`config.mk`:
```
export PLATFORM = sky130hd
export DESIGN_NAME = serial_link_tx_dev_flat
export DESIGN_NICKNAME = d
export VERILOG_FILES = /design/src/verilog/serial_link_tx_pkg.sv /design/src/verilog/serial_link_cfg_if.sv /design/src/verilog/serial_link_tx_dev.sv /design/src/verilog/sample_fifo.sv /design/src/flat_wrapper.sv
export SDC_FILE = /design/constraint.sdc
export NUM_CORES = 1
export LEC_CHECK = 0
export ABC_AREA = 0
export BUFFER_PORTS_ARGS = -buffer_cell sky130_fd_sc_hd__buf_2
export CAP_MARGIN = 10
export CORE_UTILIZATION = 57
export DETAILED_ROUTE_END_ITERATION = 8
export GPL_TIMING_DRIVEN = 0
export PLACE_DENSITY = 0.79
export RECOVER_POWER = 25
export SYNTH_ARGS = -nofsm -noshare
export SYNTH_HDL_FRONTEND = slang
export SYNTH_SLANG_ARGS = --single-unit
```
`constraint.sdc`:
```
create_clock -name CLK_SYS_I -period 3.1 [get_ports CLK_SYS_I]
set_input_delay 0.31 -clock CLK_SYS_I [delete_from_list [all_inputs] [get_ports CLK_SYS_I]]
set_output_delay 0.31 -clock CLK_SYS_I [all_outputs]
set_load 0.02 [all_outputs]
```
`src/verilog/serial_link_tx_pkg.sv`:
```
package serial_link_tx_pkg;
  // Device register offsets on the configuration port
  localparam logic [9:0] TIMESTAMP_LSB_CONTROL_OFS    = 10'h160;
  localparam logic [9:0] LINK_ENABLE_OFS              = 10'h200;
  localparam logic [9:0] LINK_OUTPUT_MODE_OFS         = 10'h201;
  localparam logic [9:0] FRAMES_PER_MULTIFRAME_M1_OFS = 10'h202;
  // Reset values
  localparam logic [7:0] TIMESTAMP_LSB_CONTROL_RST    = 8'h00;
  localparam logic [7:0] LINK_ENABLE_RST              = 8'h01;
  localparam logic [7:0] LINK_OUTPUT_MODE_RST         = 8'h00;
  localparam logic [7:0] FRAMES_PER_MULTIFRAME_M1_RST = 8'h1F;
  // Field layouts
  localparam int         TS_INSERT_BIT   = 0;
  localparam int         LINK_EN_BIT     = 0;
  localparam int         MODE_W          = 6;
  localparam logic [7:0] TS_FIELD_MASK   = 8'h01;
  localparam logic [7:0] EN_FIELD_MASK   = 8'h01;
  localparam logic [7:0] MODE_FIELD_MASK = 8'h3F;
  localparam logic [7:0] KM1_FIELD_MASK  = 8'hFF;
  // Mode encoding: codes at or above this value use the 64B/66B link layer
  localparam logic [5:0] MODE_64B66B_FIRST = 6'h20;
  localparam int         K_64B66B_SCALE    = 256;
  // Sample path
  localparam int         ADC_W       = 12;
  localparam int         LINK_N      = 16;
  localparam int         FIFO_DEPTH  = 8;
  localparam int         CFG_ADDR_W  = 10;
  localparam int         CFG_DATA_W  = 8;
  // Controller APB map
  localparam logic [7:0] CTL_CMD_OFS    = 8'h00;
  localparam logic [7:0] CTL_STATUS_OFS = 8'h04;
  localparam logic [7:0] CTL_CAL_OFS    = 8'h08;
  localparam int         CMD_WDATA_LSB  = 0;
  localparam int         CMD_ADDR_LSB   = 8;
  localparam int         CMD_WRITE_BIT  = 24;
  localparam int         ST_BUSY_BIT    = 0;
  localparam int         ST_REFUSED_BIT = 1;
  localparam int         ST_RDATA_LSB   = 8;
endpackage

```
`src/verilog/serial_link_cfg_if.sv`:
```
`timescale 1ns/10ps
interface serial_link_cfg_if;
  logic       req_valid;
  logic       req_write;
  logic [9:0] req_addr;
  logic [7:0] req_wdata;
  logic       ack;
  logic [7:0] rdata;
  modport dev (input req_valid, req_write, req_addr, req_wdata, output ack, rdata);
  modport ctl (output req_valid, req_write, req_addr, req_wdata, input ack, rdata);
endinterface

```
`src/verilog/serial_link_tx_dev.sv`:
```
`timescale 1ns/10ps
// Overview of operation
// - Enabled timestamp rides on every sample LSB
// - Timestamp latency equals its sample latency
// - Software also enables timestamp input receiver
// - Timestamp at N-field bit zero, ADC LSB kept
// - Lane alignment always reports zero control bits
// - Link enable bit, resets to enabled
// - Disabled: reset, serializers down, clocks gated
// - Disabled: multiframe counter held, SYSREF ignored
// - Clear link enable before other changes
// - Calibration on before link, off after
// - Six-bit mode field selects output mode
// - Mode changes only with both enables clear
// - Frames per multiframe minus one, reset 0x1F
// - Software keeps K legal for mode
// - 64B/66B modes use K = 256*E/F
// - K changes only while link disabled
// - Reserved bits always written as zero
module serial_link_tx_dev (
  input  wire logic          CLK_SYS_I,        // 25 MHz system clock
  input  wire logic          SRST_I,           // Synchronous reset, high
  serial_link_cfg_if.dev     cfg,              // Register port
  input  wire logic [11:0]   ADC_SAMPLE_I,     // Converter sample
  input  wire logic          ADC_TIMESTAMP_I,  // Timestamp, same cycle as sample
  input  wire logic          ADC_VALID_I,      // Sample valid
  output logic               ADC_READY_O,      // Sample accepted
  input  wire logic          SYSREF_I,         // SYSREF pin, asynchronous
  output logic [15:0]        LINK_DATA_O,      // N-bit link sample
  output logic               LINK_VALID_O,     // Link sample valid
  input  wire logic          LINK_READY_I,     // Link accepts sample
  output logic               LINK_RST_O,       // Link subsystem reset
  output logic               SERDES_PD_O,      // Serializer power down
  output logic               CLK_GATE_EN_O,    // Subsystem clock enable
  output logic [5:0]         MODE_O,           // Active output mode
  output logic [7:0]         K_EFF_M1_O,       // Effective K minus one
  output logic [7:0]         MF_COUNT_O,       // Multiframe clock counter
  output logic               ILA_CS_O          // Control bits advertised in ILA
);
  localparam int N  = serial_link_tx_pkg::LINK_N;
  localparam int AW = serial_link_tx_pkg::ADC_W;

  logic       timestamp_insert_enable;
  logic       link_subsystem_enable;
  logic [5:0] link_output_mode_select;
  logic [7:0] frames_per_multiframe_minus_one;
  logic       cfg_hit;
  logic [7:0] next_rdata;
  logic       sysref_meta;
  logic       sysref_sync;
  logic       sysref_prev;
  logic       fifo_rst;
  logic       fifo_in_ready;
  logic       fifo_out_valid;
  logic [N-1:0] fifo_out_data;
  logic [N-1:0] next_word;
  logic       out_load;
  logic [7:0] next_k_m1;
  logic       is_64b66b;
  logic [8:0] k_full;

  //////////////////////////////////////////////////////////////////////////////
  // Register port
  assign cfg_hit = cfg.req_valid && !cfg.ack;

  always_comb begin
    next_rdata = 8'h00;
    unique case (cfg.req_addr)
      serial_link_tx_pkg::TIMESTAMP_LSB_CONTROL_OFS:
        next_rdata[serial_link_tx_pkg::TS_INSERT_BIT] = timestamp_insert_enable;
      serial_link_tx_pkg::LINK_ENABLE_OFS:
        next_rdata[serial_link_tx_pkg::LINK_EN_BIT] = link_subsystem_enable;
      serial_link_tx_pkg::LINK_OUTPUT_MODE_OFS:
        next_rdata[5:0] = link_output_mode_select;
      serial_link_tx_pkg::FRAMES_PER_MULTIFRAME_M1_OFS:
        next_rdata = frames_per_multiframe_minus_one;
      default:
        next_rdata = 8'h00;
    endcase
  end

  always_ff @(posedge CLK_SYS_I) begin
    if (SRST_I) begin
      cfg.ack   <= 1'b0;
      cfg.rdata <= 8'h00;
    end else begin
      cfg.ack <= cfg_hit;
      if (cfg_hit && !cfg.req_write) begin
        cfg.rdata <= next_rdata;
      end
    end
  end

  // Reserved bits are not stored, so they always read back zero
  always_ff @(posedge CLK_SYS_I) begin
    if (SRST_I) begin
      timestamp_insert_enable <=
        serial_link_tx_pkg::TIMESTAMP_LSB_CONTROL_RST[serial_link_tx_pkg::TS_INSERT_BIT];
      link_subsystem_enable <=
        serial_link_tx_pkg::LINK_ENABLE_RST[serial_link_tx_pkg::LINK_EN_BIT];
      link_output_mode_select <= serial_link_tx_pkg::LINK_OUTPUT_MODE_RST[5:0];
      frames_per_multiframe_minus_one <=
        serial_link_tx_pkg::FRAMES_PER_MULTIFRAME_M1_RST;
    end else if (cfg_hit && cfg.req_write) begin
      unique case (cfg.req_addr)
        serial_link_tx_pkg::TIMESTAMP_LSB_CONTROL_OFS:
          timestamp_insert_enable <= cfg.req_wdata[serial_link_tx_pkg::TS_INSERT_BIT];
        serial_link_tx_pkg::LINK_ENABLE_OFS:
          link_subsystem_enable <= cfg.req_wdata[serial_link_tx_pkg::LINK_EN_BIT];
        serial_link_tx_pkg::LINK_OUTPUT_MODE_OFS:
          link_output_mode_select <= cfg.req_wdata[5:0];
        serial_link_tx_pkg::FRAMES_PER_MULTIFRAME_M1_OFS:
          frames_per_multiframe_minus_one <= cfg.req_wdata;
        default: ;
      endcase
    end
  end

  //////////////////////////////////////////////////////////////////////////////
  // Link control outputs
  // 64B/66B modes: E is 1 and F is 2^mode[1:0], so K = 256 >> mode[1:0]
  assign is_64b66b = (link_output_mode_select >= serial_link_tx_pkg::MODE_64B66B_FIRST);
  assign k_full    = 9'(serial_link_tx_pkg::K_64B66B_SCALE) >> link_output_mode_select[1:0];
  assign next_k_m1 = is_64b66b ? 8'(k_full - 9'h001)
                               : frames_per_multiframe_minus_one;

  always_ff @(posedge CLK_SYS_I) begin
    if (SRST_I) begin
      LINK_RST_O    <= 1'b1;
      SERDES_PD_O   <= 1'b1;
      CLK_GATE_EN_O <= 1'b0;
      MODE_O        <= 6'h00;
      K_EFF_M1_O    <= 8'h00;
      ILA_CS_O      <= 1'b0;
    end else begin
      LINK_RST_O    <= !link_subsystem_enable;
      SERDES_PD_O   <= !link_subsystem_enable;
      CLK_GATE_EN_O <= link_subsystem_enable;
      MODE_O        <= link_output_mode_select;
      K_EFF_M1_O    <= next_k_m1;
      ILA_CS_O      <= 1'b0;
    end
  end

  //////////////////////////////////////////////////////////////////////////////
  // Multiframe clock counter
  always_ff @(posedge CLK_SYS_I) begin
    if (SRST_I) begin
      sysref_meta <= 1'b0;
      sysref_sync <= 1'b0;
      sysref_prev <= 1'b0;
    end else begin
      sysref_meta <= SYSREF_I;
      sysref_sync <= sysref_meta;
      sysref_prev <= sysref_sync;
    end
  end

  // Counts frames, one per link sample handed out
  always_ff @(posedge CLK_SYS_I) begin
    if (SRST_I || !link_subsystem_enable) begin
      MF_COUNT_O <= 8'h00;
    end else if (sysref_sync && !sysref_prev) begin
      MF_COUNT_O <= 8'h00;
    end else if (LINK_VALID_O && LINK_READY_I) begin
      MF_COUNT_O <= (MF_COUNT_O >= K_EFF_M1_O) ? 8'h00 : MF_COUNT_O + 8'h01;
    end
  end

  //////////////////////////////////////////////////////////////////////////////
  // Sample path
  // Timestamp travels in the same word as its sample, so both see one latency
  always_comb begin
    next_word = '0;
    next_word[N-1 -: AW] = ADC_SAMPLE_I;
    next_word[0] = timestamp_insert_enable && ADC_TIMESTAMP_I;
  end

  assign fifo_rst    = SRST_I || !link_subsystem_enable;
  assign ADC_READY_O = fifo_in_ready && link_subsystem_enable;
  assign out_load    = fifo_out_valid && (!LINK_VALID_O || LINK_READY_I);

  sample_fifo #(
    .WIDTH (N),
    .DEPTH (serial_link_tx_pkg::FIFO_DEPTH)
  ) u_fifo (
    .clk_i       (CLK_SYS_I),
    .srst_i      (fifo_rst),
    .in_valid_i  (ADC_VALID_I && link_subsystem_enable),
    .in_ready_o  (fifo_in_ready),
    .in_data_i   (next_word),
    .out_valid_o (fifo_out_valid),
    .out_ready_i (!LINK_VALID_O || LINK_READY_I),
    .out_data_o  (fifo_out_data)
  );

  always_ff @(posedge CLK_SYS_I) begin
    if (fifo_rst) begin
      LINK_VALID_O <= 1'b0;
      LINK_DATA_O  <= '0;
    end else begin
      if (out_load) begin
        LINK_DATA_O <= fifo_out_data;
      end
      if (out_load) begin
        LINK_VALID_O <= 1'b1;
      end else if (LINK_READY_I) begin
        LINK_VALID_O <= 1'b0;
      end
    end
  end
endmodule

```
`src/verilog/sample_fifo.sv`:
```
`timescale 1ns/10ps
module sample_fifo #(
  parameter int WIDTH = 16,
  parameter int DEPTH = 8
) (
  input  wire logic             clk_i,    // System clock
  input  wire logic             srst_i,   // Synchronous reset, high
  input  wire logic             in_valid_i, // Write request
  output logic                  in_ready_o, // Not full
  input  wire logic [WIDTH-1:0] in_data_i,  // Write word
  output logic                  out_valid_o, // Not empty
  input  wire logic             out_ready_i, // Read accept
  output logic      [WIDTH-1:0] out_data_o   // Head word
);
  localparam int AW = $clog2(DEPTH);
  logic [WIDTH-1:0] mem [DEPTH];
  logic [AW-1:0]    wr_ptr;
  logic [AW-1:0]    rd_ptr;
  logic [AW:0]      count;
  logic             push;
  logic             pop;

  assign in_ready_o  = (count != (AW+1)'(DEPTH));
  assign out_valid_o = (count != '0);
  assign push        = in_valid_i && in_ready_o;
  assign pop         = out_valid_o && out_ready_i;
  assign out_data_o  = mem[rd_ptr];

  always_ff @(posedge clk_i) begin
    if (push) begin
      mem[wr_ptr] <= in_data_i;
    end
  end

  always_ff @(posedge clk_i) begin
    if (srst_i) begin
      wr_ptr <= '0;
      rd_ptr <= '0;
      count  <= '0;
    end else begin
      if (push) begin
        wr_ptr <= (wr_ptr == AW'(DEPTH-1)) ? '0 : wr_ptr + 1'b1;
      end
      if (pop) begin
        rd_ptr <= (rd_ptr == AW'(DEPTH-1)) ? '0 : rd_ptr + 1'b1;
      end
      count <= count + (AW+1)'(push) - (AW+1)'(pop);
    end
  end
endmodule

```
`src/flat_wrapper.sv`:
```
// flat-port wrapper written by rule: the top's interface ports become plain ports
module serial_link_tx_dev_flat 
  (CLK_SYS_I, SRST_I, ADC_SAMPLE_I, ADC_TIMESTAMP_I, ADC_VALID_I, ADC_READY_O, SYSREF_I, LINK_DATA_O, LINK_VALID_O, LINK_READY_I, LINK_RST_O, SERDES_PD_O, CLK_GATE_EN_O, MODE_O, K_EFF_M1_O, MF_COUNT_O, ILA_CS_O, cfg_req_valid, cfg_req_write, cfg_req_addr, cfg_req_wdata, cfg_ack, cfg_rdata);
  serial_link_cfg_if cfg_i ();
  input  wire logic CLK_SYS_I;
  input  wire logic SRST_I;
  input  wire logic [11:0] ADC_SAMPLE_I;
  input  wire logic ADC_TIMESTAMP_I;
  input  wire logic ADC_VALID_I;
  output logic ADC_READY_O;
  input  wire logic SYSREF_I;
  output logic [15:0] LINK_DATA_O;
  output logic LINK_VALID_O;
  input  wire logic LINK_READY_I;
  output logic LINK_RST_O;
  output logic SERDES_PD_O;
  output logic CLK_GATE_EN_O;
  output logic [5:0] MODE_O;
  output logic [7:0] K_EFF_M1_O;
  output logic [7:0] MF_COUNT_O;
  output logic ILA_CS_O;
  input wire logic [$bits(cfg_i.req_valid)-1:0] cfg_req_valid;
  input wire logic [$bits(cfg_i.req_write)-1:0] cfg_req_write;
  input wire logic [$bits(cfg_i.req_addr)-1:0] cfg_req_addr;
  input wire logic [$bits(cfg_i.req_wdata)-1:0] cfg_req_wdata;
  output wire logic [$bits(cfg_i.ack)-1:0] cfg_ack;
  output wire logic [$bits(cfg_i.rdata)-1:0] cfg_rdata;
  assign cfg_i.req_valid = cfg_req_valid;
  assign cfg_i.req_write = cfg_req_write;
  assign cfg_i.req_addr = cfg_req_addr;
  assign cfg_i.req_wdata = cfg_req_wdata;
  assign cfg_ack = cfg_i.ack;
  assign cfg_rdata = cfg_i.rdata;
  serial_link_tx_dev u_core (.CLK_SYS_I(CLK_SYS_I), .SRST_I(SRST_I), .cfg(cfg_i), .ADC_SAMPLE_I(ADC_SAMPLE_I), .ADC_TIMESTAMP_I(ADC_TIMESTAMP_I), .ADC_VALID_I(ADC_VALID_I), .ADC_READY_O(ADC_READY_O), .SYSREF_I(SYSREF_I), .LINK_DATA_O(LINK_DATA_O), .LINK_VALID_O(LINK_VALID_O), .LINK_READY_I(LINK_READY_I), .LINK_RST_O(LINK_RST_O), .SERDES_PD_O(SERDES_PD_O), .CLK_GATE_EN_O(CLK_GATE_EN_O), .MODE_O(MODE_O), .K_EFF_M1_O(K_EFF_M1_O), .MF_COUNT_O(MF_COUNT_O), .ILA_CS_O(ILA_CS_O));
endmodule
```
; Word-level counts from Yosys, hierarchy flattened
; Memory sizes are Yosys's and may differ from the RTL's. A register that Yosys moved wholly into a read port is not among the register bits.
; Index checks and enable logic that the tools add are counted.
[totals]
memories = 1
ramBits = 104
word_cells = 71
ff_bits = 79
out_inout_bits = 53
input_bits = 38
[mem_list]
columns = memory, words, width, rd, rd_clocked_by_memory_dff, write_ports, line_no
row1 = u_core.u_fifo.mem, 8, 13, 1, 1, 1, sample_fifo.sv:16  ; logic [WIDTH-1:0] mem [DEPTH];
[op_classes]
reduce_logical = 24
add_sub_neg = 6
n_eq_ne = 7
order_cmp = 2
n_mux = 11
shift = 1
[ops]
columns = cell, n
row1 = equality test 10 bit (second input constant), 3
row2 = 2-to-1 mux 8 bit, 2
row3 = equality test 10 x 9 -> 1 bit (second input constant), 1
row4 = logical AND 1 bit, 10
row5 = one-hot mux 5 bit (2 select lines), 1
row6 = right shift 9 x 2 -> 8 bit (first input constant), 1
row7 = adder 8 x 1 -> 8 bit (second input constant), 1
row8 = greater-or-equal comparator 8 bit, 1
row9 = AND reduction 2 bit, 4
row10 = subtractor 8 x 1 -> 8 bit (second input constant), 1
row11 = adder 3 x 1 -> 3 bit (second input constant), 2
row12 = equality test 3 bit (second input constant), 2
row13 = greater-or-equal comparator 6 bit (second input constant), 1
row14 = 2-to-1 mux 3 bit, 2
row15 = logical NOT 1 bit, 5
row16 = adder 4 x 1 -> 4 bit, 1
row17 = 2-to-1 mux 1 bit, 4
row18 = inequality test 4 bit (second input constant), 1
row19 = one-hot mux 1 bit (4 select lines), 1
row20 = nonzero test 4 bit, 1
row21 = subtractor 4 x 1 -> 4 bit, 1
row22 = logical OR 1 bit, 2
row23 = 2-to-1 mux 2 bit, 1
row24 = nonzero test 2 bit, 1
row25 = OR reduction 2 bit, 1

; Longest topological paths before layout
; Gate-level depths: netlist (run 1).
[depth]
depth_word = 4
depth_mapped = 13

; Cells and area by module
; From an unflattened synthesis (run 1), not the netlist that was laid out.
[unflattened]
hier_cells = 564
area_unflattened_um2 = 8439.3
[by_module_without_submodules]
columns = mod, area_each_um2, instances, cells_each
row1 = sample_fifo, 5630.4, 1, 261
row2 = serial_link_tx_dev, 2808.9, 1, 303

; Worst setup path before layout (run 1)
; No wires, ideal clock.
[synth_path]
path_kind = reg2reg
startpoint = register u_core.u_fifo.count[2]
endpoint = memory u_core.u_fifo.mem[1][0] in the netlist's numbering (enable)
slack_ps = 390
n_path_buf = 0
required_ps = 2700
setup_ps = 400
stages_incl_launch_ff = 6
arrival_time_ps = 2311
period_less_slack_ps = 2710
cell_sequence = dfxtp_1 -> inv_1 -> ha_1 -> a21boi_0 -> nand3_1 -> nor3_1
[synth_between]
elab_chain_cells = 4
[synth_lines]
columns = element, line_no
row1 = from (decl), sample_fifo.sv:19  ; logic [AW:0] count;
row2 = from (signal assigned), sample_fifo.sv:47  ; count <= count + (AW+1)'(push) - (AW+1)'(pop);
row3 = inequality test 4 bit, sample_fifo.sv:23  ; assign in_ready_o = (count != (AW+1)'(DEPTH));
row4 = logical AND 1 bit, sample_fifo.sv:25  ; assign push = in_valid_i && in_ready_o;
row5 = 2-to-1 mux 1 bit, sample_fifo.sv:30  ; if (push) begin
row6 = 2-to-1 mux 1 bit (implied by the code), sample_fifo.sv:31  ; mem[wr_ptr] <= in_data_i;
row7 = to (decl), sample_fifo.sv:16
; Every way passes these cells.

; Worst setup path after layout (run 1)
[layout_path]
startpoint = register u_core.u_fifo.count[2]
endpoint = register u_core.u_fifo.count[3]
[layout_rtl]
columns = element, line_no
row1 = nonzero test 4 bit, sample_fifo.sv:24  ; assign out_valid_o = (count != '0);
row2 = logical AND 1 bit, n/a
row3 = net u_core.out_load, serial_link_tx_dev.sv:57  ; logic out_load;
row4 = subtractor 4 x 1 -> 4 bit, sample_fifo.sv:47
; The timed path passes the listed nets, and every way through them passes these cells.
; A chain may end at the register's enable or synchronous reset.

==> metrics.cfg, run 1 <==
[grt]
grt_max_degree=17
grt_pass1_vias=4726
grt_first_pass_wirelength_um=23900
grt_antenna_before_repair=0
track_usage=0.252
grt-ovfl-total=0

[finish]
fin_nets=719
diodes=0
synthToLayoutAreaGrowth_pct=18.6
final_util=0.698
layout-drive-gt1-share=0.217
stdcell_count=842
n_fill_cell=845

[routing]
drt_iter0_markers=409
wl_per_cell_um=18.5
drc_errors=0
routed_wl_um=15600
ant_nets=0
drt-pass1-iter-count=6
vias=4839
viasPerCell=5.75

[logic_synthesis]
synth_area_sq_mm=0.00713
yosys.area.top_type=edfxtp_1
synth_edf_count=104
synthArstFlopShare=0
synth-main-ff-cell=edfxtp_1
netlist_instances=545
synth_common_cells=edfxtp_1, dfxtp_1, nor2_1
synth_area_leaders=edfxtp_1, dfxtp_1, mux2i_1
synth-seq-cells=180
ys_types=49
yosysWarnings=0
synth.avg_cell_area_sq_um=13.1
yosysMostFrequentCell=edfxtp_1
yosysTopAreaCellShare=0.438
synth-seq-area-share=0.651

[placed_design]
routabilityCongestion=0.863
dp_cells=810
dp.final_hpwl_um=10700
pre_cts_slack_ps=143
portBuffers=86

[status]
status=finished clean

[clocking]
post_cts_buffers=0
tritoncts=done
clkSinkCount=180
clock_latency_ps=430
numCtsBuffers=17
ctsLongestPathBuffers=2
clkTransAtPathRegs_ps=60
cts_max_level=4
root_buffer=clkbuf_16

[timing]
setup_viol=0
worst_slack_ps=293
relSlewSlack=0.363
finalHoldViolCount=0
min_period_over_period=0.905
setup_tns_ps=0
fin_crit_ps=2810
slew_violations=0
worst_pin_slew_ps=948
fmax_mhz=356
rsz0062_at_grt=no
clock_skew_ps=8.03

[worst_hold_path]
min_to=u_core.MODE_O[5]$_SDFF_PP0_
worst_hold_path_type=in2reg
hp-start=SRST_I
holdPathStages=2

[worst_setup_path]
worst_r2r_endpoint=u_core.u_fifo.count[3]$_SDFF_PP0_
end_kind=flop
arrival_ps=3100
ff2ff_path_depth=13
r2r-start=u_core.u_fifo.count[2]$_SDFF_PP0_
critPathSlowestCell=clkbuf_2
cpPeakStageDelay_ps=350
path_max_fanout=10
r2r_setup_slack_ps=290
required_ps=3400
start_kind=flop
critical_path_class=reg2reg
crit_path_cell_trace=inv_1 -> ha_1 -> a21o_1 -> inv_1 -> clkbuf_1 -> clkbuf_2 -> ha_1 -> inv_1 -> ha_1 -> a21o_1 -> a21oi_1 -> xnor2_1 -> nor2_1

[power_and_ir_drop]
irDropWorstVdd_uv=452
pwr_density_cell_mw_per_mm2=785
total_power_mw=6.64
p_leak_nw=3.13

[die]
rows=40
initial_core_util=0.589
ios=91
coreArea_sq_mm=0.0121
die_h_um=114
die_area_sq_mm=0.0130
die_w_um=114

[job]
drv_cap=0

through the flow:
stage / instance area, sq um / hold slack [ps]
floorplan: 7140 / 393
global placement: 7780 / 421
detailed placement: 7900 / 435
CTS: 8470 / 95.8
global route: 8460 / 108
finish: 8460 / 104
state kept, by name, summed over array words and instances (netlist names), 3 cells and up:
| name | count |
|---|---|
| u_core.u_fifo.mem | 104 |
| u_core.LINK_DATA_O | 13 |
| u_core.K_EFF_M1_O | 8 |
| u_core.MF_COUNT_O | 8 |
| u_core.cfg.rdata | 8 |
| u_core.frames_per_multiframe_minus_one | 8 |
| u_core.MODE_O | 6 |
| u_core.link_output_mode_select | 6 |
| u_core.u_fifo.count | 4 |
| u_core.u_fifo.rd_ptr | 3 |
| u_core.u_fifo.wr_ptr | 3 |
power breakdown:
group | switching [mW] | internal, mW
registers | 0.117 | 2.74
clock network | 0.843 | 1.25
logic | 1.03 | 0.658
total | 1.99 | 4.65
worst max-delay path by stage:
stage                                              endpoint  cells after the start                               from  slack [ps]
after detailed placement  u_core.u_fifo.count[3]$_SDFF_PP0_                     13  u_core.u_fifo.count[2]$_SDFF_PP0_         140
final                     u_core.u_fifo.count[3]$_SDFF_PP0_                     13  u_core.u_fifo.count[2]$_SDFF_PP0_         290
after floorplan           u_core.u_fifo.mem[1][0]$_DFFE_PP_                      5  u_core.u_fifo.count[2]$_SDFF_PP0_         390
after CTS                 u_core.u_fifo.count[3]$_SDFF_PP0_                     13  u_core.u_fifo.count[2]$_SDFF_PP0_         130
after global placement    u_core.u_fifo.mem[0][4]$_DFFE_PP_                      5  u_core.u_fifo.count[2]$_SDFF_PP0_        -530
after global routing      u_core.u_fifo.count[3]$_SDFF_PP0_                     13  u_core.u_fifo.count[2]$_SDFF_PP0_         110
cell type report:
cell class / count / area, sq um / area share
Tap cell: 168 / 210 / 0.0249
Sequential cell: 180 / 4640 / 0.549
Inverter: 18 / 67.6 / 0.00799
Clock inverter: 13 / 139 / 0.0164
Clock buffer: 19 / 433 / 0.0512
Buffer: 31 / 150 / 0.0178
Timing Repair Buffer: 94 / 507 / 0.0599
Multi-Input combinational cell: 319 / 2310 / 0.273
metal layers:
metal	GRT usage	vias up	part of all wire
li1	-	2241	-
met1	0.313	2339	0.40
met2	0.427	223	0.51
met3	0.0574	36	0.068
met4	0.106	0	0.022
met5	0	-	0
cell families after synthesis:
kind of cell,share of synthesized area
xor gates and xnor gates,0.00983
and+or+nand+nor,0.105
DFF,0.651
other,0.000526
muxes,0.0888
buffers and inverters,0.0304
AOI/OAI and AO/OA,0.0783
adders and majority gates,0.0361
cells in the final DEF, fill, tap and decap left out, types with 6 or more instances in the layout:
cell type	n
xnor2_1	7
buf_6	9
mux2i_1	34
o22ai_1	13
o21ai_0	21
nor3_2	7
nor2_1	49
a21oi_1	41
ha_1	19
nor2b_1	9
nor3_1	11
mux4_2	13
dfxtp_1	76
inv_1	18
clkinv_1	7
nand2b_1	12
buf_2	80
nand2_1	25
clkbuf_1	29
clkbuf_16	17
edfxtp_1	104
a221oi_1	6
worst max-delay path: cells and delay by family (launching register included):
| family | cells | cell delay (ps) |
|---|---|---|
| compound gates | 3 | 560 |
| xor+xnor | 1 | 140 |
| fa+ha+maj | 3 | 690 |
| flops | 1 | 300 |
| simple gates | 1 | 50 |
| buf+inv | 5 | 890 |
repair_timing:
item,4_1_cts,5_1_grt
gates resized for setup,0,2
endpoints found under the setup margin,0,3
hold buffers,0,0
(Power assumes the default switching activity.)
==> run 2, diff against run 1 <==
--- a/config.mk
+++ b/config.mk
@@ -8,10 +8,10 @@
 export ABC_AREA = 0
 export BUFFER_PORTS_ARGS = -buffer_cell sky130_fd_sc_hd__buf_2
 export CAP_MARGIN = 10
-export CORE_UTILIZATION = 57
+export CORE_UTILIZATION = 62
 export DETAILED_ROUTE_END_ITERATION = 8
 export GPL_TIMING_DRIVEN = 0
-export PLACE_DENSITY = 0.79
+export PLACE_DENSITY = 0.85
 export RECOVER_POWER = 25
 export SYNTH_ARGS = -nofsm -noshare
 export SYNTH_HDL_FRONTEND = slang
==> constraint.sdc (replaced) <==
create_clock -name CLK_SYS_I -period 3.5 [get_ports CLK_SYS_I]
set_input_delay 0.35 -clock CLK_SYS_I [delete_from_list [all_inputs] [get_ports CLK_SYS_I]]
set_output_delay 0.35 -clock CLK_SYS_I [all_outputs]
set_load 0.02 [all_outputs]
==> run 2 against run 1 <==
  * Core utilization up 6.6 points
  * First-iteration DRC count rose by 28%
  * Critical path type unchanged
  * Global-route usage is 4.1 points higher
  * Final cell count down 3.2%
==> metrics.cfg, run 2 (synthesis gave the netlist of run 1 again) <==
[worst_hold_path]
hp-start=SYSREF_I  ; was SRST_I
worst_hold_path_type=in2reg  ; unchanged
min_to=u_core.sysref_meta$_SDFF_PP0_  ; was u_core.MODE_O[5]$_SDFF_PP0_
holdPathStages=2  ; unchanged

[finish]
reg_top3=u_core.u_fifo.mem (104), u_core.LINK_DATA_O (13)  ; unchanged
top_register=u_core.u_fifo.mem  ; unchanged
n_fill_cell=682  ; was 845
final_cell_mix=edfxtp_1, buf_2, dfxtp_1  ; unchanged
final_common_cell=edfxtp_1  ; unchanged
diodes=0  ; unchanged
synthToLayoutAreaGrowth_pct=18.2  ; was 18.6%
layout-drive-gt1-share=0.222  ; was 0.217
largest_reg_flops=104  ; unchanged
fin_nets=720  ; was 719

[worst_setup_path]
path_buf_inv=5  ; unchanged
crit_path_start=u_core.u_fifo.count[2]$_SDFF_PP0_  ; unchanged
end_kind=flop  ; unchanged
r2r-start=u_core.u_fifo.count[2]$_SDFF_PP0_  ; unchanged
critical_path_class=reg2reg  ; unchanged
required_ps=3820  ; was 3400 ps
cpPeakStageDelay_ps=610  ; was 350 ps
arrival_ps=3530  ; was 3100 ps
r2r_setup_slack_ps=290  ; about the same
cp_top_family=buffers and inverters  ; unchanged
path_depth=11  ; was 13
path_max_fanout=10  ; unchanged
ff2ff_path_depth=11  ; was 13
crit_path_cell_trace=inv_1 -> ha_1 -> a21o_1 -> inv_1 -> clkbuf_1 -> clkbuf_1 -> ha_1 -> inv_1 -> ha_1 -> fa_1 -> and2_1  ; was inv_1 -> ha_1 -> a21o_1 -> inv_1 -> clkbuf_1 -> clkbuf_2 -> ha_1 -> inv_1 -> ha_1 -> a21o_1 -> a21oi_1 -> xnor2_1 -> nor2_1
worst_r2r_endpoint=u_core.u_fifo.count[1]$_SDFF_PP0_  ; was u_core.u_fifo.count[3]$_SDFF_PP0_
start_kind=flop  ; unchanged
critPathSlowestCell=clkbuf_1  ; was clkbuf_2

[grt]
grt_first_pass_wirelength_um=24900  ; was 23900 um
grt_pass1_vias=4822  ; was 4726
grt-ovfl-total=0  ; unchanged
track_usage=0.293  ; was 0.252
grt_max_degree=17  ; unchanged
grt_antenna_before_repair=0  ; unchanged

[power_and_ir_drop]
pwr_density_cell_mw_per_mm2=705  ; was 785 mW/mm^2
irDropWorstVdd_uv=471  ; was 452 uV
total_power_mw=5.94  ; was 6.64 mW
p_leak_nw=3.14  ; was 3.13 nW

[die]
initial_core_util=0.646  ; was 0.589
die_w_um=109  ; was 114 um
coreArea_sq_mm=0.0110  ; was 0.0121 sq mm
die_area_sq_mm=0.0119  ; was 0.0130 sq mm
die_h_um=109  ; was 114 um
ios=91  ; unchanged
rows=38  ; was 40

[timing]
setup_tns_ps=0  ; unchanged
fmax_mhz=312  ; was 356 MHz
setup_viol=0  ; unchanged
worst_slack_ps=294  ; was 293 ps
relSlewSlack=0.332  ; was 0.363
rsz0062_at_grt=no  ; unchanged
clock_skew_ps=13.0  ; was 8.03 ps
slew_violations=0  ; unchanged
worst_pin_slew_ps=1000  ; was 948 ps
fin_crit_ps=3210  ; was 2810 ps
min_period_over_period=0.916  ; was 0.905
finalHoldViolCount=0  ; unchanged

[placed_design]
portBuffers=86  ; unchanged
pre_cts_slack_ps=454  ; was 143 ps
routabilityCongestion=0.905  ; was 0.863
dp.final_hpwl_um=10600  ; was 10700 um

[clocking]
root_buffer=clkbuf_16  ; unchanged
cts_resized=0  ; unchanged
clock_latency_ps=430  ; about the same
post_cts_buffers=0  ; unchanged
tritoncts=done  ; unchanged
clkSinkCount=180  ; unchanged
clkTransAtPathRegs_ps=60  ; about the same
cts_max_level=4  ; unchanged
ctsLongestPathBuffers=2  ; unchanged
numCtsBuffers=17  ; unchanged
cts_hold_buf=0  ; unchanged

[status]
status=finished clean  ; unchanged

[routing]
drt-pass1-iter-count=5  ; was 6
drc_errors=0  ; unchanged
drt_iter0_markers=525  ; was 409
viasPerCell=6.08  ; was 5.75
vias=4958  ; was 4839
routed_wl_um=16600  ; was 15600 um
ant_nets=0  ; unchanged
wl_per_cell_um=20.4  ; was 18.5 um

[job]
drv_cap=0  ; unchanged

-- run 2: cell types whose count changed in the layout (fill, tap and decap cells not counted), moves of 2 or more --
cell	delta
clkinv_1	-6
clkinv_2	+4
clkbuf_1	+3
clkbuf_8	+2
clkinvlp_4	+2
-- run 2: layer usage --
metal  vias to the layer above  global-route usage  part of all wire
met3                        48              0.0640             0.086
met1                      2375               0.382              0.39
met4                         0               0.156             0.034
li1                       2230                   -                 -
met5                         -                   0                 0
met2                       305               0.461              0.49
-- run 2: worst max-delay path by stage --
stage / endpoint / slack (ps)
5_1_grt: u_core.u_fifo.count[3]$_SDFF_PP0_ / 140
6_report: u_core.u_fifo.count[1]$_SDFF_PP0_ / 290
4_1_cts: u_core.u_fifo.count[1]$_SDFF_PP0_ / 420
3_5_place_dp: u_core.u_fifo.count[1]$_SDFF_PP0_ / 450
3_3_place_gp: u_core.u_fifo.mem[0][10]$_DFFE_PP_ / -180
2_1_floorplan: u_core.u_fifo.mem[1][0]$_DFFE_PP_ / 790
-- run 2: layout make-up --
class / instances / area [sq um] / area share
plain buffers: 31 / 149 / 0.0177
clock buffers: 22 / 464 / 0.0551
clock inverters: 10 / 108 / 0.0128
inverters: 18 / 67.6 / 0.00802
multi-input cells: 319 / 2310 / 0.274
flip-flops and latches: 180 / 4640 / 0.551
well taps: 140 / 175 / 0.0208
repair buffers: 95 / 513 / 0.0609
-- run 2: power by group --
group	switching [mW]	total (mW)	internal [mW]
Clock	0.767	1.85	1.08
Sequential	0.114	2.54	2.43
Combinational	0.961	1.55	0.585
Total	1.84	5.94	4.10
-- run 2: metrics by stage --
stage | cell area (sq um) | hold WS, ps | instances | util
floorplan | 7140 | 414 | 548 | -
global placement | 7750 | 416 | 774 | 0.702
detailed placement | 7860 | 431 | 782 | 0.713
CTS | 8430 | 155 | 814 | 0.764
global route | 8430 | 158 | 815 | 0.764
finish | 8430 | 166 | 815 | 0.764
